--- src/inc/pbc_pkg.sv ---
package pbc_pkg;

   // ------------------------------------------------------------
   // widths and timing
   // ------------------------------------------------------------
   localparam int unsigned NCELL         = 12;
   localparam int unsigned CLK_PERIOD_PS = 5000;
   localparam int unsigned SETTLE_LSB_NS = 1000;
   localparam int unsigned SETTLE_LSB_CYC = (SETTLE_LSB_NS * 1000) / CLK_PERIOD_PS;
   localparam logic [7:0]  TICK_LAST     = 8'(SETTLE_LSB_CYC - 1);

   // ------------------------------------------------------------
   // register offsets (byte addresses)
   // ------------------------------------------------------------
   localparam logic [7:0] OFS_ENABLE   = 8'h00;
   localparam logic [7:0] OFS_MEASCTL  = 8'h04;
   localparam logic [7:0] OFS_DIAG     = 8'h08;
   localparam logic [7:0] OFS_CELLOFF  = 8'h0c;
   localparam logic [7:0] OFS_IRQMASK  = 8'h10;
   localparam logic [7:0] OFS_STATUS   = 8'h14;
   localparam logic [7:0] OFS_OCLIMIT  = 8'h18;

   // ------------------------------------------------------------
   // field positions and reset values
   // ------------------------------------------------------------
   localparam int unsigned POS_PAUSE    = 0;
   localparam int unsigned POS_SETTLE   = 8;
   localparam int unsigned POS_RRACT    = 16;
   localparam int unsigned POS_MSTATE   = 17;
   localparam int unsigned D_OC         = 0;
   localparam int unsigned D_UC         = 1;
   localparam int unsigned D_OV         = 2;
   localparam int unsigned D_UV         = 3;
   localparam int unsigned D_GLOB       = 4;
   localparam int unsigned NDIAG        = 10;
   localparam logic [7:0] SETTLE_RST    = 8'h00;
   localparam logic [3:0] OCLIMIT_RST   = 4'h1;

   // ------------------------------------------------------------
   // types
   // ------------------------------------------------------------
   typedef enum logic [1:0] {
      M_IDLE    = 2'b00,
      M_SETTLE  = 2'b01,
      M_CONVERT = 2'b10
   } pbc_meas_t;

   typedef struct packed {
      logic       psel;
      logic       penable;
      logic       pwrite;
      logic [7:0] paddr;
      logic [31:0] pwdata;
   } pbc_apb_req_t;

   // order matches general_diag_reg bits 9..4
   typedef struct packed {
      logic adc;
      logic open_wire_fault_flag;
      logic chip_internal_fault_flag;
      logic crc;
      logic thermistor_fault_flag;
      logic die_overtemp_flag;
   } pbc_glob_err_t;

   typedef struct packed {
      logic [NCELL-1:0] en;
      logic             pause;
      logic [7:0]       settle;
      logic [NDIAG-1:0] diag;
      logic [NCELL-1:0] cell_off;
      logic [NDIAG-1:0] mask;
      logic [3:0]       oc_lim;
      pbc_meas_t        meas;
      logic [7:0]       settle_cnt;
      logic [7:0]       tick_cnt;
      logic             rr_active;
      logic [NCELL-1:0] rr_snap;
      logic             asleep;
      logic [NCELL-1:0] drive;
      logic             meas_start;
      logic             irq;
      logic             pready;
      logic             pslverr;
      logic [31:0]      prdata;
   } pbc_state_t;

endpackage : pbc_pkg

--- src/pbc_balance.sv ---
// ------------------------------------------------------------
// Summary of operation
// - an enable bit of one closes that cell's shunt switch
// - switch stays closed until enable cleared, sleep, or a fault
// - pause bit set opens all switches from settling start until the conversion is done
// - settling delay from the control field precedes each measurement start
// - settling delay is inserted every time, balancing or not
// - periodic check cycle opens all switches, resumes after, ignores pause bit
// - cells balancing at check start get overcurrent and undercurrent checks
// - separate sticky overcurrent and undercurrent flags in diagnosis register
// - current and cell voltage errors disable only the affected cells
// - temperature, crc, internal, open wire, adc errors disable all cells
// - overcurrent reported within one check cycle when limit is one
// - twelve enables act independently in any combination
// ------------------------------------------------------------
`timescale 1ns/1ps
module pbc_balance
   import pbc_pkg::*;
#(
   parameter int unsigned N = NCELL
)(
   // clock and reset
   input  wire logic          mclk,
   input  wire logic          srst,
   // apb slave
   input  wire pbc_apb_req_t  apb,
   output logic [31:0]        prdata,
   output logic               pready,
   output logic               pslverr,
   // measurement sequencer
   input  wire logic          meas_req,
   input  wire logic          conv_done,
   output logic               meas_start,
   // periodic check cycle
   input  wire logic          rr_start,
   input  wire logic          rr_done,
   input  wire logic [N-1:0]  oc_fault,
   input  wire logic [N-1:0]  uc_fault,
   output logic [N-1:0]       rr_check_mask,
   // fault sources
   input  wire logic [N-1:0]  cell_high_voltage_flag,
   input  wire logic [N-1:0]  cell_low_voltage_flag,
   input  wire pbc_glob_err_t glob_err,
   input  wire logic          sleep,
   // outputs
   output logic [N-1:0]       shunt_drive,
   output logic               irq
);

   pbc_state_t st;
   pbc_state_t next_st;
   logic [N-1:0] oc_hit;
   logic [N-1:0] uc_hit;
   logic         rr_eval;
   logic         wr;
   logic         rd;
   logic         gate;
   logic [31:0]  rdata;
   logic         mapped;

   assign rr_eval = rr_done && st.rr_active;
   assign wr      = apb.psel && apb.penable && st.pready && apb.pwrite;
   assign rd      = apb.psel && apb.penable && !st.pready;

   // ------------------------------------------------------------
   // overcurrent / undercurrent counters
   // ------------------------------------------------------------
   pbc_fault_count #(.N(N)) u_oc (
      .mclk  (mclk),
      .srst  (srst),
      .eval  (rr_eval),
      .check (st.rr_snap),
      .fault (oc_fault),
      .limit (st.oc_lim),
      .hit   (oc_hit)
   );

   // undercurrent has no programmable limit: one strike reports
   pbc_fault_count #(.N(N)) u_uc (
      .mclk  (mclk),
      .srst  (srst),
      .eval  (rr_eval),
      .check (st.rr_snap),
      .fault (uc_fault),
      .limit (OCLIMIT_RST),
      .hit   (uc_hit)
   );

   // ------------------------------------------------------------
   // read mux
   // ------------------------------------------------------------
   always_comb
   begin
      rdata  = '0;
      mapped = 1'b1;
      unique case (apb.paddr)
         OFS_ENABLE:  rdata[N-1:0] = st.en;
         OFS_MEASCTL:
         begin
            rdata[POS_PAUSE]               = st.pause;
            rdata[POS_SETTLE +: 8]         = st.settle;
         end
         OFS_DIAG:    rdata[NDIAG-1:0] = st.diag;
         OFS_CELLOFF: rdata[N-1:0] = st.cell_off;
         OFS_IRQMASK: rdata[NDIAG-1:0] = st.mask;
         OFS_STATUS:
         begin
            rdata[N-1:0]             = st.drive;
            rdata[POS_RRACT]         = st.rr_active;
            rdata[POS_MSTATE +: 2]   = st.meas;
         end
         OFS_OCLIMIT: rdata[3:0] = st.oc_lim;
         default:     mapped = 1'b0;
      endcase
   end

   // ------------------------------------------------------------
   // next state
   // ------------------------------------------------------------
   always_comb
   begin
      next_st            = st;
      next_st.meas_start = 1'b0;
      next_st.asleep     = sleep;

      // one wait state: ready in the second access cycle
      next_st.pready  = rd;
      next_st.pslverr = rd && !mapped;
      next_st.prdata  = (rd && mapped && !apb.pwrite) ? rdata : 32'h0;

      if (wr)
      begin
         unique case (apb.paddr)
            OFS_ENABLE:  next_st.en = apb.pwdata[N-1:0];
            OFS_MEASCTL:
            begin
               next_st.pause  = apb.pwdata[POS_PAUSE];
               next_st.settle = apb.pwdata[POS_SETTLE +: 8];
            end
            OFS_DIAG:    next_st.diag = st.diag & ~apb.pwdata[NDIAG-1:0];
            OFS_CELLOFF: next_st.cell_off = st.cell_off & ~apb.pwdata[N-1:0];
            OFS_IRQMASK: next_st.mask = apb.pwdata[NDIAG-1:0];
            OFS_OCLIMIT: next_st.oc_lim = apb.pwdata[3:0];
            default:     next_st.en = st.en;
         endcase
      end

      // hardware sets after the clear so a same-cycle event wins
      next_st.cell_off = next_st.cell_off | oc_hit | uc_hit
                       | cell_high_voltage_flag | cell_low_voltage_flag;
      if (|oc_hit)
         next_st.diag[D_OC] = 1'b1;
      if (|uc_hit)
         next_st.diag[D_UC] = 1'b1;
      if (|cell_high_voltage_flag)
         next_st.diag[D_OV] = 1'b1;
      if (|cell_low_voltage_flag)
         next_st.diag[D_UV] = 1'b1;
      next_st.diag[NDIAG-1:D_GLOB] = next_st.diag[NDIAG-1:D_GLOB] | glob_err;

      // periodic check cycle; snapshot which cells were balancing
      if (rr_start && !st.rr_active)
      begin
         next_st.rr_active = 1'b1;
         next_st.rr_snap   = st.drive;
      end
      else if (rr_eval)
         next_st.rr_active = 1'b0;

      // measurement: the settling wait runs on every request
      unique case (st.meas)
         M_IDLE:
         begin
            if (meas_req)
            begin
               next_st.meas       = M_SETTLE;
               next_st.settle_cnt = st.settle;
               next_st.tick_cnt   = TICK_LAST;
            end
         end
         M_SETTLE:
         begin
            if (st.tick_cnt != 8'h0)
               next_st.tick_cnt = st.tick_cnt - 8'h1;
            else if (st.settle_cnt != 8'h0)
            begin
               next_st.tick_cnt   = TICK_LAST;
               next_st.settle_cnt = st.settle_cnt - 8'h1;
            end
            else
            begin
               next_st.meas       = M_CONVERT;
               next_st.meas_start = 1'b1;
            end
         end
         M_CONVERT:
         begin
            if (conv_done)
               next_st.meas = M_IDLE;
         end
         default: next_st.meas = M_IDLE;
      endcase

      // drive follows the new state so the output flop matches it
      gate = next_st.asleep || next_st.rr_active
           || (next_st.pause && next_st.meas != M_IDLE)
           || (|next_st.diag[NDIAG-1:D_GLOB]);
      next_st.drive = gate ? '0 : (next_st.en & ~next_st.cell_off);
      next_st.irq   = |(next_st.diag & next_st.mask);
   end

   always_ff @(posedge mclk)
   begin
      if (srst)
      begin
         st        <= '0;
         st.settle <= SETTLE_RST;
         st.oc_lim <= OCLIMIT_RST;
         st.meas   <= M_IDLE;
      end
      else
         st <= next_st;
   end

   assign prdata        = st.prdata;
   assign pready        = st.pready;
   assign pslverr       = st.pslverr;
   assign meas_start    = st.meas_start;
   assign rr_check_mask = st.rr_snap;
   assign shunt_drive   = st.drive;
   assign irq           = st.irq;

   logic [15:0] settle_len;
   always_ff @(posedge mclk)
   begin
      if (srst || st.meas != M_SETTLE)
         settle_len <= 16'h0;
      else
         settle_len <= settle_len + 16'h1;
   end
endmodule : pbc_balance

--- src/pbc_fault_count.sv ---
`timescale 1ns/1ps
// per-cell consecutive fault counters; hit is combinational so the
// caller can act in the same cycle the check cycle closes
module pbc_fault_count
   import pbc_pkg::*;
#(
   parameter int unsigned N = 12
)(
   // clock and reset
   input  wire logic         mclk,
   input  wire logic         srst,
   // evaluation
   input  wire logic         eval,
   input  wire logic [N-1:0] check,
   input  wire logic [N-1:0] fault,
   input  wire logic [3:0]   limit,
   output logic [N-1:0]      hit
);

   typedef struct packed {
      logic [N-1:0][3:0] cnt;
   } pbc_cnt_t;

   pbc_cnt_t st;
   pbc_cnt_t next_st;
   logic [3:0] lim;

   // a limit of zero behaves like one: never leave a fault unreported
   assign lim = (limit == 4'h0) ? 4'h1 : limit;

   always_comb
   begin
      next_st = st;
      hit     = '0;
      for (int i = 0; i < N; i++)
      begin
         if (eval && check[i])
         begin
            if (!fault[i])
               next_st.cnt[i] = 4'h0;
            else if (st.cnt[i] + 4'h1 >= lim)
            begin
               hit[i]         = 1'b1;
               next_st.cnt[i] = 4'h0;
            end
            else
               next_st.cnt[i] = st.cnt[i] + 4'h1;
         end
      end
   end

   always_ff @(posedge mclk)
   begin
      if (srst)
         st <= '0;
      else
         st <= next_st;
   end

endmodule : pbc_fault_count

--- config.mk ---
export PLATFORM = sky130hd
export DESIGN_NAME = pbc_balance
export DESIGN_NICKNAME = d
export VERILOG_FILES = /design/src/inc/pbc_pkg.sv /design/src/pbc_balance.sv /design/src/pbc_fault_count.sv
export SDC_FILE = /design/constraint.sdc
export NUM_CORES = 1
export LEC_CHECK = 0
export BUFFER_PORTS_ARGS = -buffer_cell sky130_fd_sc_hd__buf_2
export CELL_PAD_IN_SITES_DETAIL_PLACEMENT = 1
export CELL_PAD_IN_SITES_GLOBAL_PLACEMENT = 2
export CORE_MARGIN = 2
export CORE_UTILIZATION = 39
export CTS_BUF_LIST = sky130_fd_sc_hd__clkbuf_2 sky130_fd_sc_hd__clkbuf_4 sky130_fd_sc_hd__clkbuf_8
export DETAILED_ROUTE_END_ITERATION = 7
export PLACE_DENSITY = 0.95
export SKIP_LAST_GASP = 1
export SLEW_MARGIN = 20
export SYNTH_ARGS = -nofsm -noshare
export SYNTH_HDL_FRONTEND = slang
export SYNTH_SLANG_ARGS = --single-unit
export TNS_END_PERCENT = 50
--- constraint.sdc ---
create_clock -name mclk -period 5.3 [get_ports mclk]
set_input_delay 1.59 -clock mclk [delete_from_list [all_inputs] [get_ports mclk]]
set_output_delay 1.59 -clock mclk [all_outputs]
set_load 0.02 [all_outputs]
==> flow_metrics.tcl, run 1 <==
set metrics [dict create \
    design.core.area_um2 29500 \
    synth_top_cell_area_share 0.377 \
    final_max_slew_viol_count 0 \
    die_h_um 177 \
    dp_cells 1812 \
    tns_ns 0 \
    max-vdd-ir-drop_uv 170 \
    yosys.area.top_type "dfxtp_1" \
    cts.repair.resized 0 \
    ys.flop_type "dfxtp_1" \
    wl_met3_mm 1.66 \
    fin_cells 1881 \
    critical_path_required_ns 5.66 \
    synth_area_um2 11600 \
    ys_async_sr_fraction 0 \
    cp_slowest_cell "and3_1" \
    cp_top_family "simple AND/OR/NAND/NOR gates" \
    start_util 0.394 \
    antenna_found_initial 2 \
    hold_buffers 0 \
    fill_cells 3564 \
    final_util 0.444 \
    postSynthAreaPerCell_um2 8.43 \
    worstSetupPathDepth 8 \
    cp-endpoint "irq" \
    placed_area_um2 12300 \
    area_delta_synth_final_pct 12.5 \
    grtUsageTotal 0.233 \
    clk_pin_slew_ns 0.05 \
    num_rows 63 \
    dr.pass1.iters 5 \
    cts_made_buffers 41 \
    cts_tree "built" \
    avgViaCountPerCell 5.57 \
    path_cells "buf_2 -> nor4b_1 -> and2_1 -> and3_1 -> mux2i_1 -> o22ai_1 -> o41ai_1 -> o311ai_0" \
    reg2reg_depth 10 \
    seq_area_um2 4380 \
    grt_max_degree 89 \
    hp-class "reg -> reg" \
    gp_congestion 0.864 \
    wl_met1_mm 15.9 \
    ctsRootBufferMaster "clkbuf_8" \
    place.detailed.hpwl_mm 26.5 \
    post-route-period-util 0.756 \
    wl_met2_mm 17.4 \
    total_leakage_power_nw 5.24 \
    critPathKind "in -> reg" \
    die_area_um2 31200 \
    skew_ns 0.00971 \
    cp.arrival_ns 4.37 \
    critPathLaunch "apb[36]" \
    setup_viol 0 \
    ant_nets 0 \
    clockBufferDepth 3 \
    ys_warn_count 0 \
    reg2reg_to "irq" \
    worstSkewPairLatency_ns 0.53 \
    rsz0062_at_grt "no" \
    critPathLaunchType "primary input" \
    route.detailed.drc 0 \
    r2r_slack_ns 1.31 \
    dr.max_layer_used "met5" \
    postCtsSetupBuffers 0 \
    clock_sinks 219 \
    wirelength_mm 36.4 \
    ys_seq_elements 219 \
    portBuffers 134 \
    yosys-top-cells-area "dfxtp_1 38%, ha_1 8.1%, nand2_1 4.8%" \
    fin_area_um2 13100 \
    status "complete, no violations" \
    fin_nets 1644 \
    initialDrtViolationCount 599 \
    drive_gt1_frac 0.164 \
    max_stage_delay_ns 0.62 \
    synth_edf_count 0 \
    grt.overflow.total 0 \
    hold_violations 0 \
    maxSlewHeadroom 0.272 \
    rr_startpoint "st[82]" \
    min_period_ns 4.01 \
    io_pins 164 \
    cp_num_buf_inv 1 \
    ys_seq_area_frac 0.377 \
    multi_input_area_um2 6430 \
    h-tree-depth 2 \
    grt_pass1_vias 10900 \
    power_density_nw_per_um2 275 \
    tightestPinTransition_ns 1.08 \
    wire_per_inst_um 19.4 \
    whs_ns 0.474 \
    end_kind "flop" \
    timing.fmax_mhz 250 \
    via_count 10500 \
    hold_depth 2 \
    grt_pass1_wl_mm 57.9 \
    netlist_instances 1378 \
    die_width_um 177 \
    max_cap_viol_count 0 \
    synthDistinctLibCells 63 \
    crit_fanout 14 \
]
==> synthesized netlist by cell type, types with 3 or more instances <==
| cell | n |
|---|---|
| dfxtp_1 | 219 |
| nand2_1 | 149 |
| nor2_1 | 134 |
| a21oi_1 | 94 |
| ha_1 | 75 |
| nand3_1 | 68 |
| buf_4 | 58 |
| inv_1 | 53 |
| clkbuf_1 | 48 |
| mux2i_1 | 47 |
| and3_1 | 42 |
| a22oi_1 | 35 |
| nand4_1 | 35 |
| nor3_1 | 30 |
| o21ai_0 | 28 |
| a211oi_1 | 27 |
| nand2b_1 | 27 |
| xnor2_1 | 26 |
| a21o_1 | 14 |
| nor4_1 | 14 |
| and2_1 | 13 |
| o22ai_1 | 13 |
| nor2b_1 | 12 |
| maj3_1 | 10 |
| nand3b_1 | 10 |
| nor3_2 | 10 |
| o2111a_1 | 9 |
| a31oi_1 | 8 |
| mux2_2 | 8 |
| a222oi_1 | 5 |
| a2111oi_0 | 4 |
| a221oi_1 | 4 |
| a22o_1 | 4 |
| a311oi_1 | 4 |
| buf_2 | 3 |
| o31ai_1 | 3 |
==> tightest hold or removal path: stages (launching register included) <==
cell	delay, ns
dfxtp_1	0.31
nand2_1	0.06
a21oi_1	0.05
==> layout make-up <==
type | instances | share of cell area
Multi-Input combinational cell | 1006 | 0.492
Sequential cell | 219 | 0.335
Clock buffer | 66 | 0.0618
Timing Repair Buffer | 144 | 0.0572
Tap cell | 390 | 0.0373
Inverter | 53 | 0.0152
Clock inverter | 2 | 0.000957
Antenna cell | 1 | 0.000191
==> layout by cell type (no fill, tap or decap), drive strengths merged, types with 40 or more instances in the layout <==
cell    count
nor3       40
mux2i      47
a21oi      95
nor2      135
inv        53
dfxtp     219
buf       144
nand2     149
and3       42
clkbuf     66
nand3      69
ha         75
==> flip-flops by register name, indices dropped and copies added, names as in the netlist <==
register / count
u_oc.st: 48
irq: 1
u_uc.st: 48
rr_check_mask: 12
prdata: 19
meas_start: 1
pready: 1
st: 76
pslverr: 1
shunt_drive: 12
==> logic make-up (layout without fill, tap and decap cells) <==
logic type | count (synthesis) | in the layout | share of synthesized area
AO/OA/AOI/OAI | 265 | 265 | 0.150
XOR/XNOR | 28 | 28 | 0.0211
adder cells (fa/ha/maj) | 85 | 85 | 0.0894
buffers and inverters | 165 | 265 | 0.0730
flip-flops | 219 | 219 | 0.377
multiplexers | 55 | 55 | 0.0482
other | 1 | 14 | 0.000323
AND/OR/NAND/NOR | 560 | 560 | 0.241
==> routing by layer <==
metal  vias to the layer above  global-route usage
li1                       5036                   -
met3                        89              0.0350
met4                         2              0.0992
met2                       246               0.410
met5                         -                   0
met1                      5099               0.282
==> worst min-delay path by stage <==
stage | end | slack [ns] | start
after floorplan | prdata[4] | 0.43 | st[110]
after CTS | prdata[4] | 0.47 | st[110]
after global routing | u_uc.st[46] | 0.49 | u_uc.st[46]
after global placement | prdata[7] | 0.45 | st[113]
final | prdata[6] | 0.47 | st[112]
after detailed placement | prdata[7] | 0.45 | st[113]
==> per-stage QoR <==
stage / setup WS, ns / power, W
2_1_floorplan: 1.75 / 0.00189
3_3_place_gp: 0.869 / 0.00198
3_5_place_dp: 0.789 / 0.00199
4_1_cts: 1.33 / 0.00364
5_1_grt: 1.07 / 0.00374
6_report: 1.29 / 0.00360
==> where the power goes <==
part           total [W]  internal, W  switching [W]  leakage, nW
logic           0.000258    0.0000876       0.000171         3.03
clock network    0.00164     0.000954       0.000687        0.437
registers        0.00170      0.00167      0.0000276         1.77
total            0.00360      0.00271       0.000885         5.24
No activity file was read; power rests on OpenSTA's default activity.
==> run 2: changes to the inputs <==
ABC_AREA = 1   (was not set)
CORE_UTILIZATION = 34   (was 39)
clock period = 3.76 ns   (was 5.3 ns; I/O delays follow)
==> flow_metrics.tcl, run 2 <==
set metrics [dict create \
    synth_top_cell_area_share 0.366 \
    status "complete, no violations" \
    avgViaCountPerCell 4.97 \
    grt_pass1_vias 11900 \
    die_h_um 192 \
    fin_area_um2 13600 \
    max_cap_viol_count 0 \
    finalPower_w 0.00592 \
    io_pins 164 \
    cts.repair.resized 0 \
    wire_per_inst_um 16.6 \
    route.detailed.drc 0 \
    timing.fmax_mhz 364 \
    post-route-period-util 0.731 \
    drive_gt1_frac 0.158 \
    min_period_ns 2.75 \
    p_int_w 0.00410 \
    ctsRootBufferMaster "clkbuf_8" \
    grt_pass1_wl_mm 60.4 \
    fin_cells 2287 \
    initialDrtViolationCount 562 \
    final_max_slew_viol_count 0 \
    die_area_um2 36800 \
    fin_nets 1985 \
    maxSlewHeadroom 0.520 \
    ys_seq_elements 219 \
    postSynthAreaPerCell_um2 7.11 \
    dr.pass1.iters 4 \
    clock_sinks 219 \
    tightestPinTransition_ns 0.719 \
    ys_async_sr_fraction 0 \
    cts_made_buffers 41 \
    placed_area_um2 12800 \
    grtUsageTotal 0.208 \
    dp_cells 2218 \
    area_delta_synth_final_pct 13.7 \
    via_count 11400 \
    max-vdd-ir-drop_uv 310 \
    yosys.area.top_type "dfxtp_1" \
    tns_ns 0 \
    r2r_slack_ns 1.33 \
    clockBufferDepth 3 \
    ys.flop_type "dfxtp_1" \
    wirelength_mm 37.9 \
    ys_seq_area_frac 0.366 \
    netlist_instances 1687 \
    hold_buffers 0 \
    p_sw_w 0.00182 \
    worstSkewPairLatency_ns 0.55 \
    p_clk_frac 0.395 \
    hp-class "reg -> reg" \
    regMostFlops "st" \
    yosys-top-cells-area "dfxtp_1 37%, nand2_1 12%, ha_1 7.8%" \
    postCtsSetupBuffers 0 \
    cp.arrival_ns 3.21 \
    grt_max_degree 46 \
    critPathKind "in -> reg" \
    num_antenna_cells 0 \
    gp_congestion 0.808 \
    rsz0062_at_grt "no" \
    pwr-share-comb 0.178 \
    antenna_found_initial 2 \
    fill_cells 4446 \
    critical_path_required_ns 4.22 \
    ys_warn_count 0 \
    setup_viol 0 \
    mostFrequentLayoutCells "369 x nand2_1, 248 x inv_1, 219 x dfxtp_1" \
    clk_pin_slew_ns 0.06 \
    h-tree-depth 2 \
    synth.most_common_cell "nand2_1" \
    die_width_um 192 \
    synth_edf_count 0 \
    final_common_cell "nand2_1" \
    grt.overflow.total 0 \
    start_util 0.346 \
    largest_reg_flops 76 \
    seqPwrFrac 0.427 \
    design.core.area_um2 34600 \
    synthDistinctLibCells 46 \
    critPathLaunchType "primary input" \
    skew_ns 0.0241 \
    synth_area_um2 12000 \
    ant_nets 0 \
    end_kind "flop" \
    portBuffers 134 \
    cts_tree "built" \
    crit_fanout 12 \
    synth_common_cells "369 x nand2_1, 248 x inv_1, 219 x dfxtp_1" \
    total_leakage_power_nw 6.24 \
    place.detailed.hpwl_mm 28.8 \
    hold_violations 0 \
    power_density_nw_per_um2 434 \
    num_rows 68 \
    swShare 0.308 \
    largest_registers "st: 76 flops, u_oc.st: 48 flops, u_uc.st: 48 flops" \
]
-- run 2: cell types whose count changed after synthesis, moves of 28 or more --
cell	change
a21oi_1	+39
a22oi_1	-32
and3_1	-40
clkbuf_1	-30
inv_1	+195
mux2i_1	-47
nand2_1	+220
nand3_1	+61
nand4_1	-28
o21ai_0	+38
-- run 2: through the flow --
step	utilization	setup WS, ns	hold slack, ns
after CTS	0.394	1.05	0.462
after global routing	0.394	0.861	0.487
after global placement	0.370	0.501	0.445
after floorplan	-	1.45	0.431
final	0.394	1.01	0.461
after detailed placement	0.370	0.443	0.454
-- run 2: final cells by class --
class                      instances  area, µm²  share of cell area
clock inverter                     7       37.5             0.00275
timing repair buffer             161        876              0.0642
tap                              455        569              0.0417
clock buffer                      62        772              0.0566
inverter                         255        957              0.0702
multi-input combinational       1128       6040               0.443
sequential                       219       4380               0.321
-- run 2: kinds of logic after synthesis --
family          count (synthesis)  share of synthesized area
simple gates                  747                      0.277
buf+inv                       352                      0.134
fa+ha+maj                      75                     0.0783
xor+xnor                       23                     0.0168
other cells                     1                   0.000313
compound gates                270                      0.128
flops                         219                      0.366
-- run 2: final timing paths --
path / from / end / cells past startpoint
max reg2reg: pready / shunt_drive[0] / 9
min reg2reg: u_uc.st[26] / u_uc.st[26] / 2
max: apb[42] / shunt_drive[0] / 10
min: u_uc.st[26] / u_uc.st[26] / 2
-- run 2: power groups by stage --
stage | clock [W] | sequential, W | combinational, W
floorplan | 0 | 0.00255 | 0.000804
global route | 0.00250 | 0.00254 | 0.00120
global placement | 0 | 0.00257 | 0.00102
finish | 0.00234 | 0.00253 | 0.00105
detailed placement | 0 | 0.00258 | 0.00106
CTS | 0.00238 | 0.00253 | 0.00107
-- run 2: critical path: stages --
cell     delay, ns
buf_2         0.07
nand2_1       0.08
nor2_2        0.59
buf_4         0.29
nand3_2       0.09
nand2_2       0.08
nand2_2       0.07
nor2_2        0.11
nand3_2       0.41
nor3_1        0.28
-- run 2: layer usage --
metal | wire length (µm) | vias up | track usage
met2 | 17800 | 260 | 0.358
met4 | 1460 | 4 | 0.0861
met5 | 14 | - | 0
li1 | - | 5592 | -
met1 | 16600 | 5405 | 0.255
met3 | 2010 | 102 | 0.0367
==> run 3: changes to the inputs <==
clock period = 2.7 ns   (was 3.76 ns; I/O delays follow)
==> flow_metrics.tcl, run 3 (synthesized netlist as in run 2, its figures left out) <==
set metrics [dict create \
    skew_ns 0.0257 \
    dr.pass1.iters 4 \
    power_density_nw_per_um2 600 \
    clk_pin_slew_ns 0.06 \
    path_cells "inv_1 -> a31o_2 -> buf_12 -> ha_1 -> inv_1 -> nand2_1 -> a21oi_1 -> nand2_1 -> nand3_1 -> nand2_1 -> nand2_1 -> nand2_1 -> nor2_1 -> nand3_1 -> and2_1" \
    swShare 0.310 \
    postCtsSetupBuffers 0 \
    design.core.area_um2 34600 \
    post-route-period-util 0.867 \
    largest_registers "st: 76 flops, u_oc.st: 48 flops, u_uc.st: 48 flops" \
    area_delta_synth_final_pct 15.1 \
    p_clk_frac 0.395 \
    min_period_ns 2.34 \
    grt_pass1_wl_mm 60.4 \
    hold_buffers 0 \
    hold_violations 0 \
    wire_per_inst_um 16.5 \
    via_count 11500 \
    route.detailed.drc 0 \
    die_width_um 192 \
    end_kind "flop" \
    grtUsageTotal 0.208 \
    ctsRootBufferMaster "clkbuf_8" \
    status "complete, no violations" \
    die_area_um2 36800 \
    die_h_um 192 \
    clock_sinks 219 \
    num_rows 68 \
    wirelength_mm 38.0 \
    total_leakage_power_nw 6.33 \
    largest_reg_flops 76 \
    start_util 0.346 \
    cts_made_buffers 40 \
    crit_fanout 11 \
    worstSkewPairLatency_ns 0.57 \
    crit_top_cell "nand2_1" \
    portBuffers 134 \
    cts.repair.resized 0 \
    multi_input_area_um2 6040 \
    seq_area_um2 4380 \
    cp.arrival_ns 2.80 \
    setup_viol 0 \
    drive_gt1_frac 0.165 \
    cts_tree "built" \
    avgViaCountPerCell 4.97 \
    whs_ns 0.458 \
    h-tree-depth 2 \
    max-vdd-ir-drop_uv 466 \
    timing.fmax_mhz 427 \
    critPathLaunchType "flop" \
    critical_path_required_ns 3.16 \
    antenna_found_initial 2 \
    p_int_w 0.00571 \
    mostFrequentLayoutCells "369 x nand2_1, 248 x inv_1, 219 x dfxtp_1" \
    grt_max_degree 61 \
    tightestPinTransition_ns 0.724 \
    rsz0062_at_grt "no" \
    final_common_cell "nand2_1" \
    tns_ns 0 \
    critPathKind "reg -> reg" \
    p_sw_w 0.00256 \
    hp-class "reg -> reg" \
    regMostFlops "st" \
    seqPwrFrac 0.425 \
    gp_congestion 0.822 \
    io_pins 164 \
    final_max_slew_viol_count 0 \
    cp_num_buf_inv 3 \
    r2r_slack_ns 0.36 \
    maxSlewHeadroom 0.517 \
    cp_slowest_cell "dfxtp_1" \
    place.detailed.hpwl_mm 28.7 \
    max_stage_delay_ns 0.33 \
    initialDrtViolationCount 459 \
    ant_nets 0 \
    grt.overflow.total 0 \
    clockBufferDepth 3 \
    cp_top_family "simple AND/OR/NAND/NOR gates" \
    max_cap_viol_count 0 \
    num_antenna_cells 0 \
    grt_pass1_vias 11900 \
    pwr-share-comb 0.180 \
    fill_cells 4454 \
    fin_nets 1999 \
]
## run 3: changes by cell type in the layout (fill, tap and decap cells not counted), sizes merged
cell	before	now
clkinvlp	1	0
buf	161	176
inv	253	256
clkinv	8	6
## run 3: metrics by stage
stage	std cells	power, W	utilization	cell area (µm²)	worst slack, ns
2_1_floorplan	1699	0.00468	-	12000	0.538
3_3_place_gp	2233	0.00500	0.375	13000	0.131
3_5_place_dp	2233	0.00508	0.375	13000	0.101
4_1_cts	2302	0.00837	0.399	13800	0.343
5_1_grt	2302	0.00873	0.399	13800	0.0984
6_report	2302	0.00828	0.399	13800	0.359
## run 3: power by group through the flow
stage / combinational (W) / sequential (W) / clock, W
after floorplan: 0.00112 / 0.00356 / 0
after global placement: 0.00142 / 0.00358 / 0
after detailed placement: 0.00149 / 0.00359 / 0
after CTS: 0.00150 / 0.00352 / 0.00336
after global routing: 0.00168 / 0.00354 / 0.00351
final: 0.00149 / 0.00352 / 0.00327
## run 3: cell type report
cell class	count	share of cell area
multi-input cells	1128	0.438
flip-flops and latches	219	0.318
clock buffers	62	0.0555
repair buffers	176	0.0752
well taps	455	0.0412
inverters	255	0.0693
clock inverters	7	0.00335
## run 3: path summary, 6_finish.rpt
path / from / end / cells after the start
worst max register to register: st[82] / st[106] / 15
worst min-delay path: u_uc.st[46] / u_uc.st[46] / 2
worst max-delay path: st[82] / st[106] / 15
worst min register to register: u_uc.st[46] / u_uc.st[46] / 2
## run 3: tightest hold or removal path: stages (launching register included)
cell and delay [ns]:
dfxtp_1 0.31, nand3_1 0.07, inv_1 0.04
## run 3: routing by layer
metal  GRT usage  part of all wire
met5           0           0.00055
met4      0.0808             0.033
met3      0.0493             0.065
met2       0.354              0.47
met1       0.253              0.43
